--- src/shared/opc_pkg.sv ---
// Constants for the oscillator and PLL control block: register offsets,
// field positions, reset values and start-up timing.
// Assumes a 32-bit AXI4-Lite register port with byte addresses.
package opc_pkg;

  // Byte offsets of the registers.
  localparam logic [7:0] OFF_MAIN_CTRL = 8'h00;
  localparam logic [7:0] OFF_SLOW_CTRL = 8'h04;
  localparam logic [7:0] OFF_PLL_CTRL  = 8'h08;
  localparam logic [7:0] OFF_UNLOCK    = 8'h0C;
  localparam logic [7:0] OFF_STATUS    = 8'h10;
  localparam logic [7:0] OFF_IER       = 8'h14;
  localparam logic [7:0] OFF_IDR       = 8'h18;
  localparam logic [7:0] OFF_IMR       = 8'h1C;
  localparam logic [7:0] OFF_ISR       = 8'h20;
  localparam logic [7:0] OFF_ICR       = 8'h24;
  localparam logic [7:0] OFF_RC_OUT    = 8'h28;
  localparam logic [7:0] OFF_BOD_CTRL  = 8'h2C;

  // Oscillator control fields, shared by the main and slow oscillators.
  localparam int OSC_EN_BIT     = 0;
  localparam int OSC_MODE_BIT   = 1;
  localparam int OSC_START_LSB  = 8;
  localparam int START_W        = 4;
  // Slow oscillator extra fields.
  localparam int SLOW_KHZ_BIT   = 2;
  localparam int SLOW_32K_BIT   = 3;
  localparam int SLOW_PIN_BIT   = 4;
  // PLL control fields.
  localparam int PLL_EN_BIT     = 0;
  localparam int PLL_SRC_LSB    = 1;
  localparam int PLL_SRC_W      = 2;
  localparam int PLL_MUL_LSB    = 8;
  localparam int PLL_MUL_W      = 4;
  localparam int PLL_DIV_LSB    = 16;
  localparam int PLL_DIV_W      = 4;
  // Unlock register: key in the top byte, target offset in the low byte.
  localparam int UNLOCK_KEY_LSB = 24;
  localparam logic [7:0] UNLOCK_KEY = 8'hAA;

  // Status and event bit positions.
  localparam int ST_MAIN_RDY = 0;
  localparam int ST_SLOW_RDY = 1;
  localparam int ST_PLL_LOCK = 2;
  localparam int ST_PLL_LOST = 3;
  localparam int N_EVT       = 4;
  localparam int BOD_W       = 8;

  // Writable bits and reset values.
  localparam logic [31:0] MAIN_CTRL_MASK = 32'h0000_0F03;
  localparam logic [31:0] SLOW_CTRL_MASK = 32'h0000_0F1F;
  localparam logic [31:0] PLL_CTRL_MASK  = 32'h000F_0F07;
  localparam logic [31:0] MAIN_CTRL_RST  = 32'h0000_0000;
  localparam logic [31:0] SLOW_CTRL_RST  = 32'h0000_0008;
  localparam logic [31:0] PLL_CTRL_RST   = 32'h0000_0000;
  localparam logic [7:0]  BOD_CTRL_RST   = 8'h00;

  // Start-up time is 2^(field + base) clock cycles.
  localparam logic [4:0] STARTUP_BASE_LOG2 = 5'h04;

  // AXI responses.
  localparam logic [1:0] RESP_OKAY   = 2'b00;
  localparam logic [1:0] RESP_SLVERR = 2'b10;

endpackage

--- src/design/opc_top.sv ---
// Oscillator and PLL control: enables, start-up masking, ready flags,
// interrupt mask, PLL write protection and pin takeover, on AXI4-Lite.
// Assumes all inputs are synchronous to mclk, and that mclk keeps running
// while resetn is held so the brown-out control register can be cleared.
`timescale 1ns/1ps
`default_nettype none

// How it works
// Main oscillator off after reset, pins free
// Enabled main oscillator takes over crystal pins
// External clock drives input pin; output pin free
// Enable bit starts oscillator; mode bit selects
// Sleep stops all oscillators except slow one
// Output masked during programmed start-up time
// Main ready flag, interrupt on rise when masked
// Enable register writes one to set mask
// Software toggles slow enable bit alone
// Slow oscillator keeps running in sleep
// Slow start-up field sets masking duration
// Slow ready flag, interrupt on its rise
// Slow settings survive all but power-on reset
// Kilohertz output bit; 32 kHz gate set
// Pin select chooses primary or alternate pins
// PLL off after reset until enabled
// PLL output masked until lock after start
// PLL register writable only after unlock
// RC slow clock driven on pin after reset
// Brown-out control kept on brown-out reset; the bod_control output still reads 0 while reset is held
// PLL configuration frozen while PLL enabled
// Lock flag, lock-lost flag, interrupts on rise
// Disable clears ready until new start-up
module opc_top #(
  parameter int CNT_W = 24
) (
  input  wire logic        mclk,
  input  wire logic        resetn,
  input  wire logic        por_n,
  input  wire logic        brownout_reset_cause,
  input  wire logic        sleep_osc_off,
  input  wire logic        pll_lock_in,
  input  wire logic [7:0]  awaddr,
  input  wire logic        awvalid,
  output logic             awready,
  input  wire logic [31:0] wdata,
  input  wire logic [3:0]  wstrb,
  input  wire logic        wvalid,
  output logic             wready,
  output logic [1:0]       bresp,
  output logic             bvalid,
  input  wire logic        bready,
  input  wire logic [7:0]  araddr,
  input  wire logic        arvalid,
  output logic             arready,
  output logic [31:0]      rdata,
  output logic [1:0]       rresp,
  output logic             rvalid,
  input  wire logic        rready,
  output logic             irq,
  output logic             main_osc_run,
  output logic             main_osc_crystal_mode,
  output logic             crystal_in_pin_takeover,
  output logic             crystal_out_pin_takeover,
  output logic             main_clock_gate,
  output logic             slow_osc_run,
  output logic             slow_osc_crystal_mode,
  output logic             slow_primary_pin_takeover,
  output logic             slow_alt_pin_takeover,
  output logic             slow_clock_gate,
  output logic             khz_clock_gate,
  output logic             pll_run,
  output logic [1:0]       pll_ref_select,
  output logic [3:0]       pll_multiplier,
  output logic [3:0]       pll_divider,
  output logic             pll_clock_gate,
  output logic             rc_slow_clock_out_pin_enable,
  output logic [7:0]       bod_control
);

  // Start-up length in cycles for a start-up field value.
  function automatic logic [CNT_W-1:0] startup_limit(
    input logic [3:0] sel
  );
    startup_limit = CNT_W'(1) << ({1'b0, sel} + opc_pkg::STARTUP_BASE_LOG2);
  endfunction

  // True for every offset that answers with OKAY.
  function automatic logic is_mapped(input logic [7:0] a);
    is_mapped = (a[1:0] == 2'b00) && (a <= opc_pkg::OFF_BOD_CTRL);
  endfunction

  // Reset synchronisers: assertion is immediate, release is clocked.
  logic rst_meta;
  logic rst_n;
  logic por_meta;
  logic por_rst_n;

  always_ff @(posedge mclk or negedge resetn) begin
    if (!resetn) begin
      rst_meta <= 1'b0;
      rst_n    <= 1'b0;
    end else begin
      rst_meta <= 1'b1;
      rst_n    <= rst_meta;
    end
  end

  always_ff @(posedge mclk or negedge por_n) begin
    if (!por_n) begin
      por_meta  <= 1'b0;
      por_rst_n <= 1'b0;
    end else begin
      por_meta  <= 1'b1;
      por_rst_n <= por_meta;
    end
  end

  // Register state.
  logic [31:0]                 ctrl_main;
  logic [31:0]                 ctrl_slow;
  logic [31:0]                 ctrl_pll;
  logic                        unlock_armed;
  logic [opc_pkg::N_EVT-1:0]   interrupt_mask_reg;
  logic [opc_pkg::N_EVT-1:0]   isr;
  logic                        rc_out_en;
  logic [opc_pkg::BOD_W-1:0]   bod_reg;
  logic [1:0]                  osc_ready;
  logic [CNT_W-1:0]            osc_cnt [2];
  logic                        pll_locked;
  logic                        pll_lost;
  logic                        pll_run_q;
  logic [opc_pkg::N_EVT-1:0]   status_q;

  // AXI write holding registers.
  logic        aw_held;
  logic        w_held;
  logic [7:0]  aw_addr;
  logic [31:0] w_data;
  logic [3:0]  w_strb;

  // Write decode; the write happens once address and data are both held.
  wire         wr_go    = aw_held && w_held && !bvalid;
  wire         wr_ok    = is_mapped(aw_addr);
  wire         wr_main  = wr_go && (aw_addr == opc_pkg::OFF_MAIN_CTRL);
  wire         wr_slow  = wr_go && (aw_addr == opc_pkg::OFF_SLOW_CTRL);
  wire         wr_pll   = wr_go && (aw_addr == opc_pkg::OFF_PLL_CTRL);
  wire         wr_unl   = wr_go && (aw_addr == opc_pkg::OFF_UNLOCK);
  wire         wr_ier   = wr_go && (aw_addr == opc_pkg::OFF_IER);
  wire         wr_idr   = wr_go && (aw_addr == opc_pkg::OFF_IDR);
  wire         wr_icr   = wr_go && (aw_addr == opc_pkg::OFF_ICR);
  wire         wr_rc    = wr_go && (aw_addr == opc_pkg::OFF_RC_OUT);
  wire         wr_bod   = wr_go && (aw_addr == opc_pkg::OFF_BOD_CTRL);
  wire [31:0]  wmask    = {{8{w_strb[3]}}, {8{w_strb[2]}},
                           {8{w_strb[1]}}, {8{w_strb[0]}}};
  wire [31:0]  wbits    = w_data & wmask;
  wire         pll_en   = ctrl_pll[opc_pkg::PLL_EN_BIT];
  wire         pll_pass = wr_pll && unlock_armed;
  wire         key_ok   = (w_data[31:24] == opc_pkg::UNLOCK_KEY) &&
                          (w_data[7:0] == opc_pkg::OFF_PLL_CTRL);

  // Byte-lane merge of a control register write.
  wire [31:0] main_wv = ((ctrl_main & ~wmask) | wbits) &
                        opc_pkg::MAIN_CTRL_MASK;
  wire [31:0] slow_wv = ((ctrl_slow & ~wmask) | wbits) &
                        opc_pkg::SLOW_CTRL_MASK;
  wire [31:0] pll_wv  = ((ctrl_pll & ~wmask) | wbits) &
                        opc_pkg::PLL_CTRL_MASK;
  // While enabled only the enable bit may move, so the PLL can be stopped.
  wire [31:0] pll_keep = {ctrl_pll[31:1], pll_wv[opc_pkg::PLL_EN_BIT]};
  wire [31:0] next_pll = pll_en ? pll_keep : pll_wv;

  // Oscillator run requests; sleep stops all but the slow one.
  wire [1:0] osc_run = {ctrl_slow[opc_pkg::OSC_EN_BIT],
                        ctrl_main[opc_pkg::OSC_EN_BIT] && !sleep_osc_off};
  wire [3:0] osc_sel [2];
  assign osc_sel[0] = ctrl_main[opc_pkg::OSC_START_LSB +: opc_pkg::START_W];
  assign osc_sel[1] = ctrl_slow[opc_pkg::OSC_START_LSB +: opc_pkg::START_W];
  wire pll_run_now  = pll_en && !sleep_osc_off;

  // Main and PLL control registers use the ordinary system reset.
  always_ff @(posedge mclk or negedge rst_n) begin
    if (!rst_n) begin
      ctrl_main    <= opc_pkg::MAIN_CTRL_RST;
      ctrl_pll     <= opc_pkg::PLL_CTRL_RST;
      unlock_armed <= 1'b0;
      rc_out_en    <= 1'b1;
    end else if (wr_go) begin
      if (wr_main) ctrl_main <= main_wv;
      if (pll_pass) ctrl_pll <= next_pll;
      unlock_armed <= wr_unl && key_ok;
      if (wr_rc) rc_out_en <= wbits[0];
    end
  end

  // Slow oscillator settings survive every reset except power-on.
  always_ff @(posedge mclk or negedge por_rst_n) begin
    if (!por_rst_n) begin
      ctrl_slow <= opc_pkg::SLOW_CTRL_RST;
    end else if (rst_n && wr_slow) begin
      ctrl_slow <= slow_wv;
    end
  end

  // Brown-out control: cleared during a system reset unless caused by
  // brown-out. This needs mclk running while reset is held.
  always_ff @(posedge mclk or negedge por_rst_n) begin
    if (!por_rst_n) begin
      bod_reg <= opc_pkg::BOD_CTRL_RST;
    end else if (!rst_n && !brownout_reset_cause) begin
      bod_reg <= opc_pkg::BOD_CTRL_RST;
    end else if (rst_n && wr_bod) begin
      bod_reg <= wbits[opc_pkg::BOD_W-1:0];
    end
  end

  // Start-up counters: ready rises after exactly startup_limit cycles of
  // running, and drops the cycle after the run request goes away. The slow
  // counter is kept on the power-on reset, like its settings.
  for (genvar g = 0; g < 2; g++) begin : g_osc
    always_ff @(posedge mclk or negedge por_rst_n) begin
      if (!por_rst_n) begin
        osc_cnt[g]   <= '0;
        osc_ready[g] <= 1'b0;
      end else if (!rst_n && (g == 0)) begin
        osc_cnt[g]   <= '0;
        osc_ready[g] <= 1'b0;
      end else if (!osc_run[g]) begin
        osc_cnt[g]   <= '0;
        osc_ready[g] <= 1'b0;
      end else if (!osc_ready[g]) begin
        osc_cnt[g]   <= osc_cnt[g] + CNT_W'(1);
        if (osc_cnt[g] == startup_limit(osc_sel[g]) - CNT_W'(1)) begin
          osc_ready[g] <= 1'b1;
        end
      end
    end
  end

  // PLL lock tracking; the first cycle after start ignores a stale lock.
  always_ff @(posedge mclk or negedge rst_n) begin
    if (!rst_n) begin
      pll_run_q  <= 1'b0;
      pll_locked <= 1'b0;
      pll_lost   <= 1'b0;
    end else begin
      pll_run_q  <= pll_run_now;
      pll_locked <= pll_run_now && pll_run_q && pll_lock_in;
      if (pll_locked && pll_run_now && !pll_lock_in) begin
        pll_lost <= 1'b1;
      end else if (wr_icr && wbits[opc_pkg::ST_PLL_LOST]) begin
        pll_lost <= 1'b0;
      end
    end
  end

  // Events are rising edges of status; a set beats a same-cycle clear.
  wire [opc_pkg::N_EVT-1:0] status_now = {pll_lost, pll_locked,
                                          osc_ready[1], osc_ready[0]};
  wire [opc_pkg::N_EVT-1:0] evt_rise   = status_now & ~status_q;
  wire [opc_pkg::N_EVT-1:0] icr_bits   = wr_icr ? wbits[3:0] : 4'h0;
  wire [opc_pkg::N_EVT-1:0] ier_bits   = wr_ier ? wbits[3:0] : 4'h0;
  wire [opc_pkg::N_EVT-1:0] idr_bits   = wr_idr ? wbits[3:0] : 4'h0;

  always_ff @(posedge mclk or negedge rst_n) begin
    if (!rst_n) begin
      status_q <= '0;
      isr      <= '0;
      interrupt_mask_reg      <= '0;
      irq      <= 1'b0;
    end else begin
      status_q <= status_now;
      isr      <= (isr & ~icr_bits) | evt_rise;
      interrupt_mask_reg      <= (interrupt_mask_reg | ier_bits) & ~idr_bits;
      irq      <= |(isr & interrupt_mask_reg);
    end
  end

  // Register outputs so every pin comes straight from a flip-flop.
  always_ff @(posedge mclk or negedge rst_n) begin
    if (!rst_n) begin
      main_osc_run                 <= 1'b0;
      main_osc_crystal_mode        <= 1'b0;
      crystal_in_pin_takeover      <= 1'b0;
      crystal_out_pin_takeover     <= 1'b0;
      main_clock_gate              <= 1'b0;
      pll_run                      <= 1'b0;
      pll_ref_select               <= 2'h0;
      pll_multiplier               <= 4'h0;
      pll_divider                  <= 4'h0;
      pll_clock_gate               <= 1'b0;
      rc_slow_clock_out_pin_enable <= 1'b1;
      bod_control                  <= 8'h00;
    end else begin
      main_osc_run             <= osc_run[0];
      main_osc_crystal_mode    <= ctrl_main[opc_pkg::OSC_MODE_BIT];
      crystal_in_pin_takeover  <= ctrl_main[opc_pkg::OSC_EN_BIT];
      // External clock mode leaves the output pin to general I/O.
      crystal_out_pin_takeover <= ctrl_main[opc_pkg::OSC_EN_BIT] &&
                                  ctrl_main[opc_pkg::OSC_MODE_BIT];
      main_clock_gate          <= osc_ready[0];
      pll_run                  <= pll_run_now;
      pll_ref_select <= ctrl_pll[opc_pkg::PLL_SRC_LSB +: opc_pkg::PLL_SRC_W];
      pll_multiplier <= ctrl_pll[opc_pkg::PLL_MUL_LSB +: opc_pkg::PLL_MUL_W];
      pll_divider    <= ctrl_pll[opc_pkg::PLL_DIV_LSB +: opc_pkg::PLL_DIV_W];
      pll_clock_gate           <= pll_locked;
      rc_slow_clock_out_pin_enable <= rc_out_en;
      bod_control              <= bod_reg;
    end
  end

  // Slow oscillator output stage. It sits on the power-on reset, so a
  // system reset does not stop a crystal that took long to start.
  always_ff @(posedge mclk or negedge por_rst_n) begin
    if (!por_rst_n) begin
      slow_osc_run              <= 1'b0;
      slow_osc_crystal_mode     <= 1'b0;
      slow_primary_pin_takeover <= 1'b0;
      slow_alt_pin_takeover     <= 1'b0;
      slow_clock_gate           <= 1'b0;
      khz_clock_gate            <= 1'b0;
    end else begin
      slow_osc_run              <= osc_run[1];
      slow_osc_crystal_mode     <= ctrl_slow[opc_pkg::OSC_MODE_BIT];
      slow_primary_pin_takeover <= osc_run[1] &&
                                   !ctrl_slow[opc_pkg::SLOW_PIN_BIT];
      slow_alt_pin_takeover     <= osc_run[1] &&
                                   ctrl_slow[opc_pkg::SLOW_PIN_BIT];
      slow_clock_gate           <= osc_ready[1] &&
                                   ctrl_slow[opc_pkg::SLOW_32K_BIT];
      khz_clock_gate            <= osc_ready[1] &&
                                   ctrl_slow[opc_pkg::SLOW_KHZ_BIT];
    end
  end

  // Read data selection; reserved bits and write-only registers read 0.
  logic [31:0] rd_word;
  always_comb begin
    rd_word = 32'h0000_0000;
    case (araddr)
      opc_pkg::OFF_MAIN_CTRL: rd_word = ctrl_main;
      opc_pkg::OFF_SLOW_CTRL: rd_word = ctrl_slow;
      opc_pkg::OFF_PLL_CTRL:  rd_word = ctrl_pll;
      opc_pkg::OFF_UNLOCK:    rd_word = {31'h0, unlock_armed};
      opc_pkg::OFF_STATUS:    rd_word = {28'h0, status_now};
      opc_pkg::OFF_IMR:       rd_word = {28'h0, interrupt_mask_reg};
      opc_pkg::OFF_ISR:       rd_word = {28'h0, isr};
      opc_pkg::OFF_RC_OUT:    rd_word = {31'h0, rc_out_en};
      opc_pkg::OFF_BOD_CTRL:  rd_word = {24'h0, bod_reg};
      default:                rd_word = 32'h0000_0000;
    endcase
  end

  // AXI4-Lite write channels: address and data are taken independently,
  // the response follows one cycle after both are held.
  always_ff @(posedge mclk or negedge rst_n) begin
    if (!rst_n) begin
      awready <= 1'b0;
      wready  <= 1'b0;
      aw_held <= 1'b0;
      w_held  <= 1'b0;
      aw_addr <= 8'h00;
      w_data  <= 32'h0000_0000;
      w_strb  <= 4'h0;
      bvalid  <= 1'b0;
      bresp   <= opc_pkg::RESP_OKAY;
    end else begin
      awready <= !aw_held && !(awvalid && awready) && !wr_go && !bvalid;
      wready  <= !w_held && !(wvalid && wready) && !wr_go && !bvalid;
      if (awvalid && awready) begin
        aw_held <= 1'b1;
        aw_addr <= awaddr;
      end
      if (wvalid && wready) begin
        w_held <= 1'b1;
        w_data <= wdata;
        w_strb <= wstrb;
      end
      if (wr_go) begin
        aw_held <= 1'b0;
        w_held  <= 1'b0;
        bvalid  <= 1'b1;
        // A blocked PLL write or an unmapped offset answers with an error.
        bresp   <= (wr_ok && !(wr_pll && !unlock_armed)) ?
                   opc_pkg::RESP_OKAY : opc_pkg::RESP_SLVERR;
      end else if (bvalid && bready) begin
        bvalid <= 1'b0;
      end
    end
  end

  // AXI4-Lite read channel: one read in flight, data one cycle later.
  always_ff @(posedge mclk or negedge rst_n) begin
    if (!rst_n) begin
      arready <= 1'b0;
      rvalid  <= 1'b0;
      rdata   <= 32'h0000_0000;
      rresp   <= opc_pkg::RESP_OKAY;
    end else if (arvalid && arready) begin
      arready <= 1'b0;
      rvalid  <= 1'b1;
      rdata   <= rd_word;
      rresp   <= is_mapped(araddr) ? opc_pkg::RESP_OKAY :
                                     opc_pkg::RESP_SLVERR;
    end else if (rvalid && rready) begin
      rvalid  <= 1'b0;
    end else if (!rvalid) begin
      arready <= 1'b1;
    end
  end
endmodule
`default_nettype wire

--- config.mk ---
export PLATFORM = sky130hd
export DESIGN_NAME = opc_top
export DESIGN_NICKNAME = d
export VERILOG_FILES = /design/src/shared/opc_pkg.sv /design/src/design/opc_top.sv
export SDC_FILE = /design/constraint.sdc
export NUM_CORES = 1
export LEC_CHECK = 0
export ABC_AREA = 1
export BUFFER_PORTS_ARGS = -buffer_cell sky130_fd_sc_hd__buf_2
export CORE_MARGIN = 3
export CORE_UTILIZATION = 55
export CTS_CLUSTER_DIAMETER = 60
export DETAILED_ROUTE_END_ITERATION = 7
export PLACE_DENSITY = 0.78
export SYNTH_ARGS = -nofsm -noshare
export SYNTH_HDL_FRONTEND = slang
export SYNTH_SLANG_ARGS = --single-unit
--- constraint.sdc ---
create_clock -name mclk -period 5.3 [get_ports mclk]
set_input_delay 0.53 -clock mclk [delete_from_list [all_inputs] [get_ports mclk]]
set_output_delay 0.53 -clock mclk [all_outputs]
set_load 0.05 [all_outputs]
* Word-level counts from Yosys, hierarchy flattened
Index checks and enable logic that the tools add are counted.
** Storage, ports and cells
- Output and inout bits :: 74
- Register bits after elaboration :: 223
- Bits of input ports :: 63
** Operators by class
- $lt $le $gt $ge :: 2
- Add/subtract/negate cells :: 6
- Shift operators :: 2
- Eq/ne operators :: 24
- Reduce and logical (&&, ||, !) cells :: 73
- Mux-type cells :: 33
- Bitwise logic cells :: 18
** Operators by type and width (count)
- $pmux 20 s9 :: 1
- $mux 24 :: 5
- $add 24x1->24 const B :: 2
- $eq 24x24->1 :: 2
- $eq 8x6->1 const B :: 6
- $shl 1x5->24 const A :: 2
- $sub 24x1->24 const B :: 2
- $logic_and 1x1->1 :: 44
- $and 20x20->20 :: 2
- $eq 8x4->1 const B :: 5
- $eq 8x5->1 const B :: 4
- $and 12x12->12 :: 2
- $or 12x12->12 :: 2
- $mux 1 :: 20
- $not 20->20 :: 1
- $or 20x20->20 :: 1
- $and 4x4->4 :: 4
- $eq 8x3->1 const B :: 2
- $le 8x6->1 const B :: 2
- $logic_not 8->1 :: 2
- $mux 8 :: 2
- $logic_not 1->1 :: 13
- $mux 4 :: 3
- $not 4->4 :: 3
- other kinds (13) :: 26

* Longest topological paths before layout
Gate-level depths: netlist of the first run.
- Depth in word-level cells :: 8
- Gate-level depth with buffers :: 19
- Mapped depth without buffers :: 19

* Worst setup path before layout of the first run
Ideal clock, no wire load.
- Path kind :: reg2reg
- Start point :: reg rst_n
- End point :: reg bod_reg[0] (netlist name)
- Clock period less this slack :: 4309 ps
- Cell stages (with the launch flop) :: 4
- Required time :: 5141 ps
- Library setup time :: 159 ps
- Setup slack :: 991 ps
- Data arrival time :: 4149 ps
- Path through :: dfrtp_1 -> nand4_2 -> o21ai_1 -> o22ai_1
** On the way
- Longest elaborated chain between the ends :: 3
- Elaborated cells on any way between the ends :: 5
- Classes of those cells :: mux (1); reduce/logical (4)
** RTL lines
- start, declared :: line opc_top.sv:93 : logic rst_n;
- start signal, assigned :: line opc_top.sv:103 : rst_n <= rst_meta;
- $logic_not 1->1 (no line)
- $logic_and 1x1->1 :: line opc_top.sv:208 : end else if (!rst_n && !brownout_reset_cause) begin
- $mux 8 or $reduce_bool 2->1 (tied branches)
- end signal, assigned :: line opc_top.sv:207 : bod_reg <= opc_pkg::BOD_CTRL_RST;
- end signal, assigned :: line opc_top.sv:209 : bod_reg <= opc_pkg::BOD_CTRL_RST;
- end signal, assigned :: line opc_top.sv:211 : bod_reg <= wbits[opc_pkg::BOD_W-1:0];
- end, declared :: line opc_top.sv:125 : logic [opc_pkg::BOD_W-1:0] bod_reg;
Several ways; a longest one is shown, not always the timed one.
A chain may end at the register's enable or synchronous reset.

==> results of run 1 <==
layout make-up:
class,count,area [um^2]
well taps,260,325
flip-flops and latches,195,4890
inverters,193,724
fillers,1685,6820
clock buffers,18,439
clock inverters,14,190
multi-input cells,1014,4910
repair buffers,114,588
per-layer routing:
metal | routed length (um) | GRT usage, % | vias to the layer above
met5 | 0 | 0 | -
met4 | 380 | 6.32 | 0
met3 | 1970 | 4.45 | 40
met2 | 12400 | 40.1 | 398
met1 | 12500 | 38.2 | 4564
li1 | - | - | 4825
layout by cell type, fill, tap and decap left out, types with 5 or more instances in the layout:
cell,Yosys,final
xnor2_1,8,8
a31oi_1,9,9
clkbuf_16,0,17
nand4_1,35,35
nor2_1,151,151
nor4_1,9,9
buf_2,7,109
nand3_1,107,107
xor2_1,31,31
nor3_2,5,5
nor3_1,46,46
o22ai_1,12,12
nand2_1,383,383
inv_1,183,183
a21oi_1,43,43
o21ai_0,90,90
conb_1,2,20
nand3b_1,5,5
a221oi_1,8,8
nor2_2,7,7
ha_1,16,16
inv_2,10,10
dfrtp_1,192,190
power by group through the flow:
stage	registers, mW	logic (mW)	clock network (mW)
after CTS	1.87	1.52	1.36
after floorplan	1.95	1.09	0
after detailed placement	1.90	1.50	0
after global routing	1.91	1.72	1.42
final	1.88	1.53	1.34
after global placement	1.89	1.46	0
logic make-up (layout without fill, tap and decap cells):
| family | after synthesis | after routing |
|---|---|---|
| adder cells (fa/ha/maj) | 16 | 16 |
| XOR/XNOR | 40 | 40 |
| AO/OA/AOI/OAI | 180 | 180 |
| flip-flops | 195 | 195 |
| AND/OR/NAND/NOR | 758 | 758 |
| buffers and inverters | 240 | 339 |
| other | 2 | 20 |
repair_timing:
item,in CTS,in global routing
endpoints found under the setup margin,0,0
hold buffers,2,0
hold endpoints to repair,4,0
path summary, 6_finish.rpt:
path,cells past startpoint,end,slack (ns),from
max,18,osc_ready[1]$_DFF_PN0_,1.94,flip-flop
min,2,bvalid$_DFFE_PN0P_,0.27,bready
max reg2reg,18,osc_ready[1]$_DFF_PN0_,1.94,flip-flop
min reg2reg,0,rst_n$_DFF_PN0_,0.37,rst_meta$_DFF_PN0_
max in group asynchronous,1,isr[3]$_DFF_PN0_,3.62,rst_n$_DFF_PN0_
min in group asynchronous,0,aw_addr[0]$_DFFE_PN0P_,0.38,rst_n$_DFF_PN0_
worst reg2reg max path: cells and delay by family (launching register included):
kind	cells	cell delay [ns]
fa+ha+maj	2	0.78
flops	1	0.76
simple gates	13	1.23
buf+inv	3	0.54
==> impl.org, run 1 <==
** Layout
- Final design instance area without fill :: 0.0121 mm^2
- Excluding fillers, the count of instances in the completed layout stands at 1,808.
- Ratio of cells with drive above 1 in the final layout :: 11.6%
- Cells fill 63.9% of the core in the end.
- Antenna cell count :: 0
- Synth-to-Final Area Change :: 12.6%
- Number of nets at the end of the flow :: 1,614

** Routing
- Number of remaining DRC errors :: 0
- Wires add up to 27,200 um.
- After detailed routing, the average wire length per cell comes to 15.1 um.
- The count of nets left with antenna violations once routing finished came out at 0.
- Total iterations of the first detailed-routing run :: 5
- Using the TritonRoute via totals, the vias-per-cell ratio works out to 5.44.
- The detailed router placed 9,827 vias in this run.
- DRT iter0 DRCs :: 941

** STA
- The tightest hold path in the finished design has a slack of 0.266 ns.
- Subtracting the final worst setup slack from the clock period gives 3.36 ns.
- Clock tree skew after final layout :: 0.0154 ns
- The number of pins with negative max-slew slack in the final report came to 0.
- The worst pin sits at a relative slew slack of 22.1%.
- For the final routed database, the setup TNS stands at 0 ns.
- At the pin with the least slew margin, the transition time is 1.16 ns.
- Post-route worst setup slack :: 1.94 ns
- Number of setup violations in the final report :: 0
- Of the available clock period, the critical path in the final layout requires 63.5%.
- Unrepaired setup endpoints after global routing :: false
- Fmax :: 297 MHz
- Hold Vio Cnt, Final :: 0

** CTS
- After clock tree synthesis, the clock-pin slew on the worst setup and hold paths is 0.09 ns.
- Post-CTS setup-driven buffer insertion count :: 0
- Clock tree from TritonCTS :: built
- The cell sitting at the root of the clock tree is a clkbuf_16.
- Deepest level of the CTS H-tree :: 4
- Counting every sink on the clock net gives 195.
- Counting the buffers created by CTS gives 17.
- Clock latency on the worst-skew pair :: 0.45 ns
- Gates resized during post-CTS repair numbered 0.
- Clk buf depth :: 2

** Placement
- Once placement completed, the tool counted placed cells totaling 1,774.
- Placed instance area :: 0.0114 mm^2
- Final HPWL from detailed placement :: 20,300 um
- Prior to clock tree synthesis, the placed netlist has a worst setup slack of 2.00 ns.
- Count of port buffers added during placement :: 109
- Global placement routability congestion :: 0.953

** Critical path
- Buf+Inv Stages, Crit Path :: 3
- In this run the worst path has a maximum fanout of 19.
- Required time of the critical path :: 5.67 ns
- The signal on the critical path passes through inv_2 > ha_1 > inv_2 > nand4_1 > ha_1 > inv_1 > nand2_1 > nand2_1 > nand2_1 > nor2_1 > nand3_1 > nor2_1 > nand3_1 > nor2_1 > nand4_1 > nor2_1 > nand3_1 > nand2_1.
- The largest single stage delay on the critical path is 0.76 ns.
- Cell at the slowest stage of the critical path :: dfrtp_1
- STA classifies the critical path startpoint as a flip-flop.
- The worst setup path is captured at a flip-flop.
- Critical path arrival :: 3.74 ns
- The critical path is of the reg2reg type.
- Top cell family by delay on the critical path :: simple AND/OR/NAND/NOR gates

** Logic synthesis
- After synthesis the netlist holds a flip-flop and latch count of 195.
- Summing the areas of all compound-gate instances in the mapped netlist gives 9.39% of the synthesized area.
- Mux share of post-synthesis cell area :: 0%
- Mean area per synthesized cell :: 7.49 um^2
- Among all flip-flop cells after synthesis, the most frequent one is dfrtp_1.
- After synthesis, the share of flip-flops with an asynchronous set or reset is 100%.
- The synthesized design spends more area on one cell type than any other, namely dfrtp_1.
- After synthesis, the largest area contributor takes up 44.8% of total cell area.
- During synthesis, Yosys emitted a total of 0 warnings.
- Counting flops with a built-in enable in the synthesized netlist gives 0.
- Portion of the post-synthesis area used by sequential elements :: 45.6%
- In the synthesized netlist, the cells that appear most often are nand2_1 (383), dfrtp_1 (192), inv_1 (183).
- Dominant cells by area after synthesis :: dfrtp_1 (45%), nand2_1 (13%), inv_1 (6.4%)
- After Yosys synthesis, XOR and XNOR cells account for 3.40% of the synthesized area.
- Counting distinct cell types in the post-synthesis netlist gives 44.
- Combinational family with the most area after synthesis :: simple AND/OR/NAND/NOR gates
- Synthesis produced a netlist whose cell count is 1,431.
- The synthesized netlist devotes 1.87% of its cell area to adder and majority cells.
- Total standard cell area after synthesis :: 0.0107 mm^2
- Top-count cell post-synth :: nand2_1
- Of the total synthesized cell area, the portion taken by AND, OR, NAND and NOR gates is 30.5%.

** Pwr
- The internal portion of the total power is 2.81 mW.
- Net switching is 40.8% of the power.
- Summed over all cells, the static leakage comes to 6.03 nW.
- Sequential cells burn 39.5% of the power.
- Summing internal, switching and leakage power gives 4.75 mW.
- Share of total power in combinational logic :: 32.2%
- The worst-case IR drop observed on VDD is 283 uV.
- Switching power total :: 1.94 mW
- Power spread over the standard cell area amounts to 394 mW/mm^2.
- Per report_power, the clock group accounts for 28.3% of the total.

** Min path
- Type of the tightest min-delay check :: in2reg

** Floorplan
- In this run the vertical extent of the chip is 146 um.
- Area of the die :: 0.0212 mm^2
- Pin placement for this block handled 137 I/O pins.
- Cell Rows :: 50
- Effective utilization at floorplan :: 56.7%
- The core region is 0.0189 mm^2.
- Overall die width :: 146 um

** Global route
- Summed over all layers, the global routing overflow is 0.
- First-pass GRT wire length :: 45,300 um
- Initial antenna violation count :: 0
- Total Routing Usage GR :: 25.8%
- Vias in the first global route :: 9,186
- Entering global routing, the biggest net connects 74 pins.

** Job
- Max-cap violations :: 0

** Run status
- Outcome :: completed
(Power assumes the default switching activity.)
==> run 2, diff against run 1 <==
--- a/config.mk
+++ b/config.mk
@@ -5,10 +5,10 @@
 export SDC_FILE = /design/constraint.sdc
 export NUM_CORES = 1
 export LEC_CHECK = 0
-export ABC_AREA = 1
+export ABC_AREA = 0
 export BUFFER_PORTS_ARGS = -buffer_cell sky130_fd_sc_hd__buf_2
 export CORE_MARGIN = 3
-export CORE_UTILIZATION = 55
+export CORE_UTILIZATION = 52
 export CTS_CLUSTER_DIAMETER = 60
 export DETAILED_ROUTE_END_ITERATION = 7
 export PLACE_DENSITY = 0.78
==> constraint.sdc (replaced) <==
create_clock -name mclk -period 2.8 [get_ports mclk]
set_input_delay 0.28 -clock mclk [delete_from_list [all_inputs] [get_ports mclk]]
set_output_delay 0.28 -clock mclk [all_outputs]
set_load 0.05 [all_outputs]
==> impl.org, run 2 <==
** Pwr
- The switching share of total power is 35.0% (-5.8 points).
- The power density normalized to cell area was 703 mW/mm^2 (+78%).
- P_int :: 5.29 mW (+88%)
- Switching power total :: 2.84 mW (+47%)
- Total power :: 8.13 mW (+71%)
- The combinational fraction of design power was 24.5% (-7.7 points).
- The clock network fraction of total power was 31.1% (+2.8 points).
- Max rail drop VDD :: 680 uV (+140%)
- Leakage component of the power :: 5.24 nW (-13%)
- Sequential share of power :: 44.4% (+4.9 points)

** Logic synthesis
- Ranked by total cell area, the synthesized netlist is headed by dfrtp_1 (49%), mux2_2 (6.8%), o21ai_0 (4.0%).
- The synthesized instance count was 975 (-32%).
- The count of yosys warnings during synthesis came to 0 (unchanged).
- Top-count cell post-synth :: dfrtp_1
- Main synth FF type :: dfrtp_1
- Post-synth EDFFs :: 0 (unchanged)
- The async set-reset flop share out of synthesis was 100% (unchanged).
- Number of distinct library cell variants in the gate-level netlist after synthesis :: 70 (+59%)
- Most numerous cell types in the synthesized netlist :: dfrtp_1 (192), nand2_1 (104), o21ai_0 (79)
- Share of Yosys cell area claimed by the top area cell type :: 48.7% (+3.8 points)
- Summed over all instances, the cell type with the most area after synthesis is dfrtp_1.
- The sequential share of the synthesized area is 49.5% (+3.9 points).
- The average cell area after synthesis was 10.1 um^2 (+35%).
- The combined area of all synthesized cells came to 0.00987 mm^2 (-7.9%).
- The count of state elements after synthesis came to 195 (unchanged).

** Routing
- The wire length per cell after detailed routing is 18.6 um (+23%).
- Post-DRT Antenna Nets :: 0 (unchanged)
- Wire length after detailed routing :: 24,900 um (-8.4%)
- The overall via count from detail_route came to 7,882 (-20%).
- The number of iterations in the first detailed-routing pass was 5 (unchanged).
- Vias per Instance :: 5.86 (+7.9%)
- Number of remaining DRC errors :: 0 (unchanged)
- The violation count after the first detailed-routing iteration is 681 (-28%).

** CTS
- Root Buffer :: clkbuf_16
- The maximum number of buffers from clock root to sink is 2 (unchanged).
- The sink count of the clock tree is 195 (unchanged).
- The H-tree depth is 4 (unchanged).
- The number of CTS-inserted buffers came to 17 (unchanged).
- Clock tree from TritonCTS :: built
- The clock transition at the register clock pins on the worst setup and hold paths after CTS is 0.08 ns (about the same).
- Clock latency on the worst-skew pair :: 0.44 ns (about the same)

** Critical path
- The required time at the endpoint of the critical path was 3.17 ns (-2.50 ns).
- The largest individual stage delay along the critical path comes from the cell dfrtp_2.
- The largest stage delay on the critical path is 0.45 ns (-0.31 ns).
- Largest fanout on the critical path :: 4 (-15)
- The critical path goes through inv_4 > ha_4 > or3b_4 > nor2_4 > nand2_2 > ha_4 > or2_2 > o311a_1 > nor2_2 > mux2_4 > a211oi_2 > nand4_1 > o21ai_1.
- Top cell family by delay on the critical path :: simple AND/OR/NAND/NOR gates
- Most numerous cell on the critical path :: ha_4
- The setup path with the least slack is of type reg2reg.
- The worst path buffer plus inverter count came to 1 (-2).
- Critical Path End Type :: flip-flop
- Critical path arrival :: 3.16 ns (-0.58 ns)
- STA classifies the critical path startpoint as a flip-flop.

** Layout
- The flip-flop and latch area is 0.00489 mm^2 (about the same).
- The share of post-route cells with drive strength above 1 was 25.5% (+14 points).
- Most common cell after layout, fill and taps aside :: dfrtp_1
- The final net count came to 1,181 (-27%).
- The total of fill cells in the finished design was 1,446 (-14%).
- The post-route cell area was 0.0116 mm^2 (-4.2%).
- The number of inserted diodes came to 0 (unchanged).
- From synthesis to final layout, the design area changed by 17.1%.
- Final design utilization :: 63.1% (-0.79 points)
- The top cell types in the final layout, fill and taps aside, are dfrtp_1 (188), buf_2 (109), nand2_1 (103).
- The multi-input logic area came to 0.00476 mm^2 (-3.1%).

** Floorplan
- Cell Rows :: 49 (-2.0%)
- The starting density of the core was 53.9% (-2.9 points).
- Height of the die :: 144 um (-1.2%)
- The count of pins on the block boundary was 137 (unchanged).
- Core area :: 0.0183 mm^2 (-3.0%)
- The area of the die came to 0.0207 mm^2 (-2.5%).
- Overall die width :: 144 um (-1.2%)

** STA
- The clock period minus final worst setup slack came to 2.79 ns (-0.568 ns).
- The final setup violation count is 0 (unchanged).
- Fmax :: 358 MHz (+20%)
- Transition time at the pin with the least slew margin :: 0.774 ns (-0.384 ns)
- Slew Viols, Final :: 0 (unchanged)
- The sum of negative setup slack is 0 ns (unchanged).
- Clock tree skew after final layout :: 0.0180 ns (+0.00258 ns)
- Hold Vio Cnt, Final :: 0 (unchanged)
- Setup repair after global routing could not meet its margin everywhere.
- Max_slew headroom :: 48.4% (+26 points)
- Crit share post-route :: 99.8% (+36 points)

** Placement
- The HPWL after detailed placement is 18,100 um (-11%).
- Count of port buffers added during placement :: 109 (unchanged)
- Global placement routability congestion :: 0.960 (+0.69%)
- Placed instance area :: 0.0108 mm^2 (-5.2%)

** Job
- The count of maximum capacitance violations was 0 (unchanged).

** Min path
- Type of the tightest min-delay check :: in2reg

** Run status
- The flow ran to the end, and the final reports show no timing, DRC or antenna violations.

** Global route
- The total congestion overflow after global routing came to 0 (unchanged).
- Vias in the first global route :: 7,770 (-15%)
- Maximum number of pins on one net before global-route repair :: 35 (-53%)
- Initial antenna violation count :: 2 (+2)
- First-pass GRT wire length :: 40,800 um (-9.9%)
- Total Routing Usage GR :: 25.1% (-0.75 points)
-- run 2: cells by family (layout without fill, tap and decap cells) --
logic type               Yosys count  after routing  share of synthesized area (%)
AND/OR/NAND/NOR                  361            361                           19.2
flip-flops                       195            195                           49.5
AO/OA/AOI/OAI                    177            177                           11.2
buffers and inverters             85            207                           4.12
XOR/XNOR                          75             75                           6.65
multiplexers                      64             64                           7.25
adder cells (fa/ha/maj)           16             16                           2.03
other                              2             20                         0.0761
-- run 2: power groups by stage --
stage | logic (mW) | clock network (mW) | registers (mW)
2_1_floorplan | 1.35 | 0 | 3.67
3_3_place_gp | 1.89 | 0 | 3.64
3_5_place_dp | 1.93 | 0 | 3.66
4_1_cts | 1.97 | 2.57 | 3.60
5_1_grt | 2.16 | 2.69 | 3.68
6_report | 1.99 | 2.53 | 3.61
-- run 2: through the flow --
stage / hold WS (ns) / setup WS [ns] / cells
2_1_floorplan: -0.0156 / -0.000981 / 993
3_3_place_gp: 0.0663 / -0.0132 / 1308
3_5_place_dp: 0.0702 / -0.0698 / 1308
4_1_cts: 0.0103 / 0.00347 / 1344
5_1_grt: 0.00941 / -0.0698 / 1344
6_report: 0.0167 / 0.00508 / 1344
-- run 2: worst reg2reg max path: cells and delay by family, from the launching register on --
family                     cells  cell delay, ns
AOI/OAI and AO/OA              3            0.45
adders and majority gates      2            0.38
buffers and inverters          1            0.07
DFF                            1            0.45
muxes                          1            0.31
and+or+nand+nor                6            1.07
-- run 2: layout make-up --
cell class | count | share of cell area (%)
sequential | 195 | 42.3
multi-input combinational | 713 | 41.2
timing repair buffer | 156 | 7.97
clock buffer | 18 | 3.80
tap | 229 | 2.48
clock inverter | 14 | 1.62
inverter | 19 | 0.671
-- run 2: repair_timing --
action	4_1_cts	5_1_grt
setup buffers	1	0
setup endpoints to repair	2	7
pin swaps	5	5
endpoints found under the hold margin	5	0
resized for setup	4	9
hold buffers	3	0
-- run 2: path summary, 6_finish.rpt --
check                                     from                    endpoint  slack (ns)  depth (start not counted)
max                                  flip-flop      osc_ready[0]$_DFF_PN0_       0.005                         13
min                                     rready          rvalid$_DFFE_PN0P_        0.02                          2
max reg2reg                          flip-flop      osc_ready[0]$_DFF_PN0_       0.005                         13
min reg2reg                 rst_meta$_DFF_PN0_             rst_n$_DFF_PN0_        0.35                          0
max in group asynchronous  por_rst_n$_DFF_PN0_  asynchronous set/reset pin        1.70                          1
min in group asynchronous               resetn             rst_n$_DFF_PN0_        0.15                          2
-- run 2: routing by layer --
layer  GRT usage [%]  vias to the layer above  share of wire (%)
met5               0                        -              0.084
met4            8.77                        4                2.9
met3            5.39                       56                7.3
met2            39.3                      315                 47
met1            34.8                     3838                 42
li1                -                     3669                  -
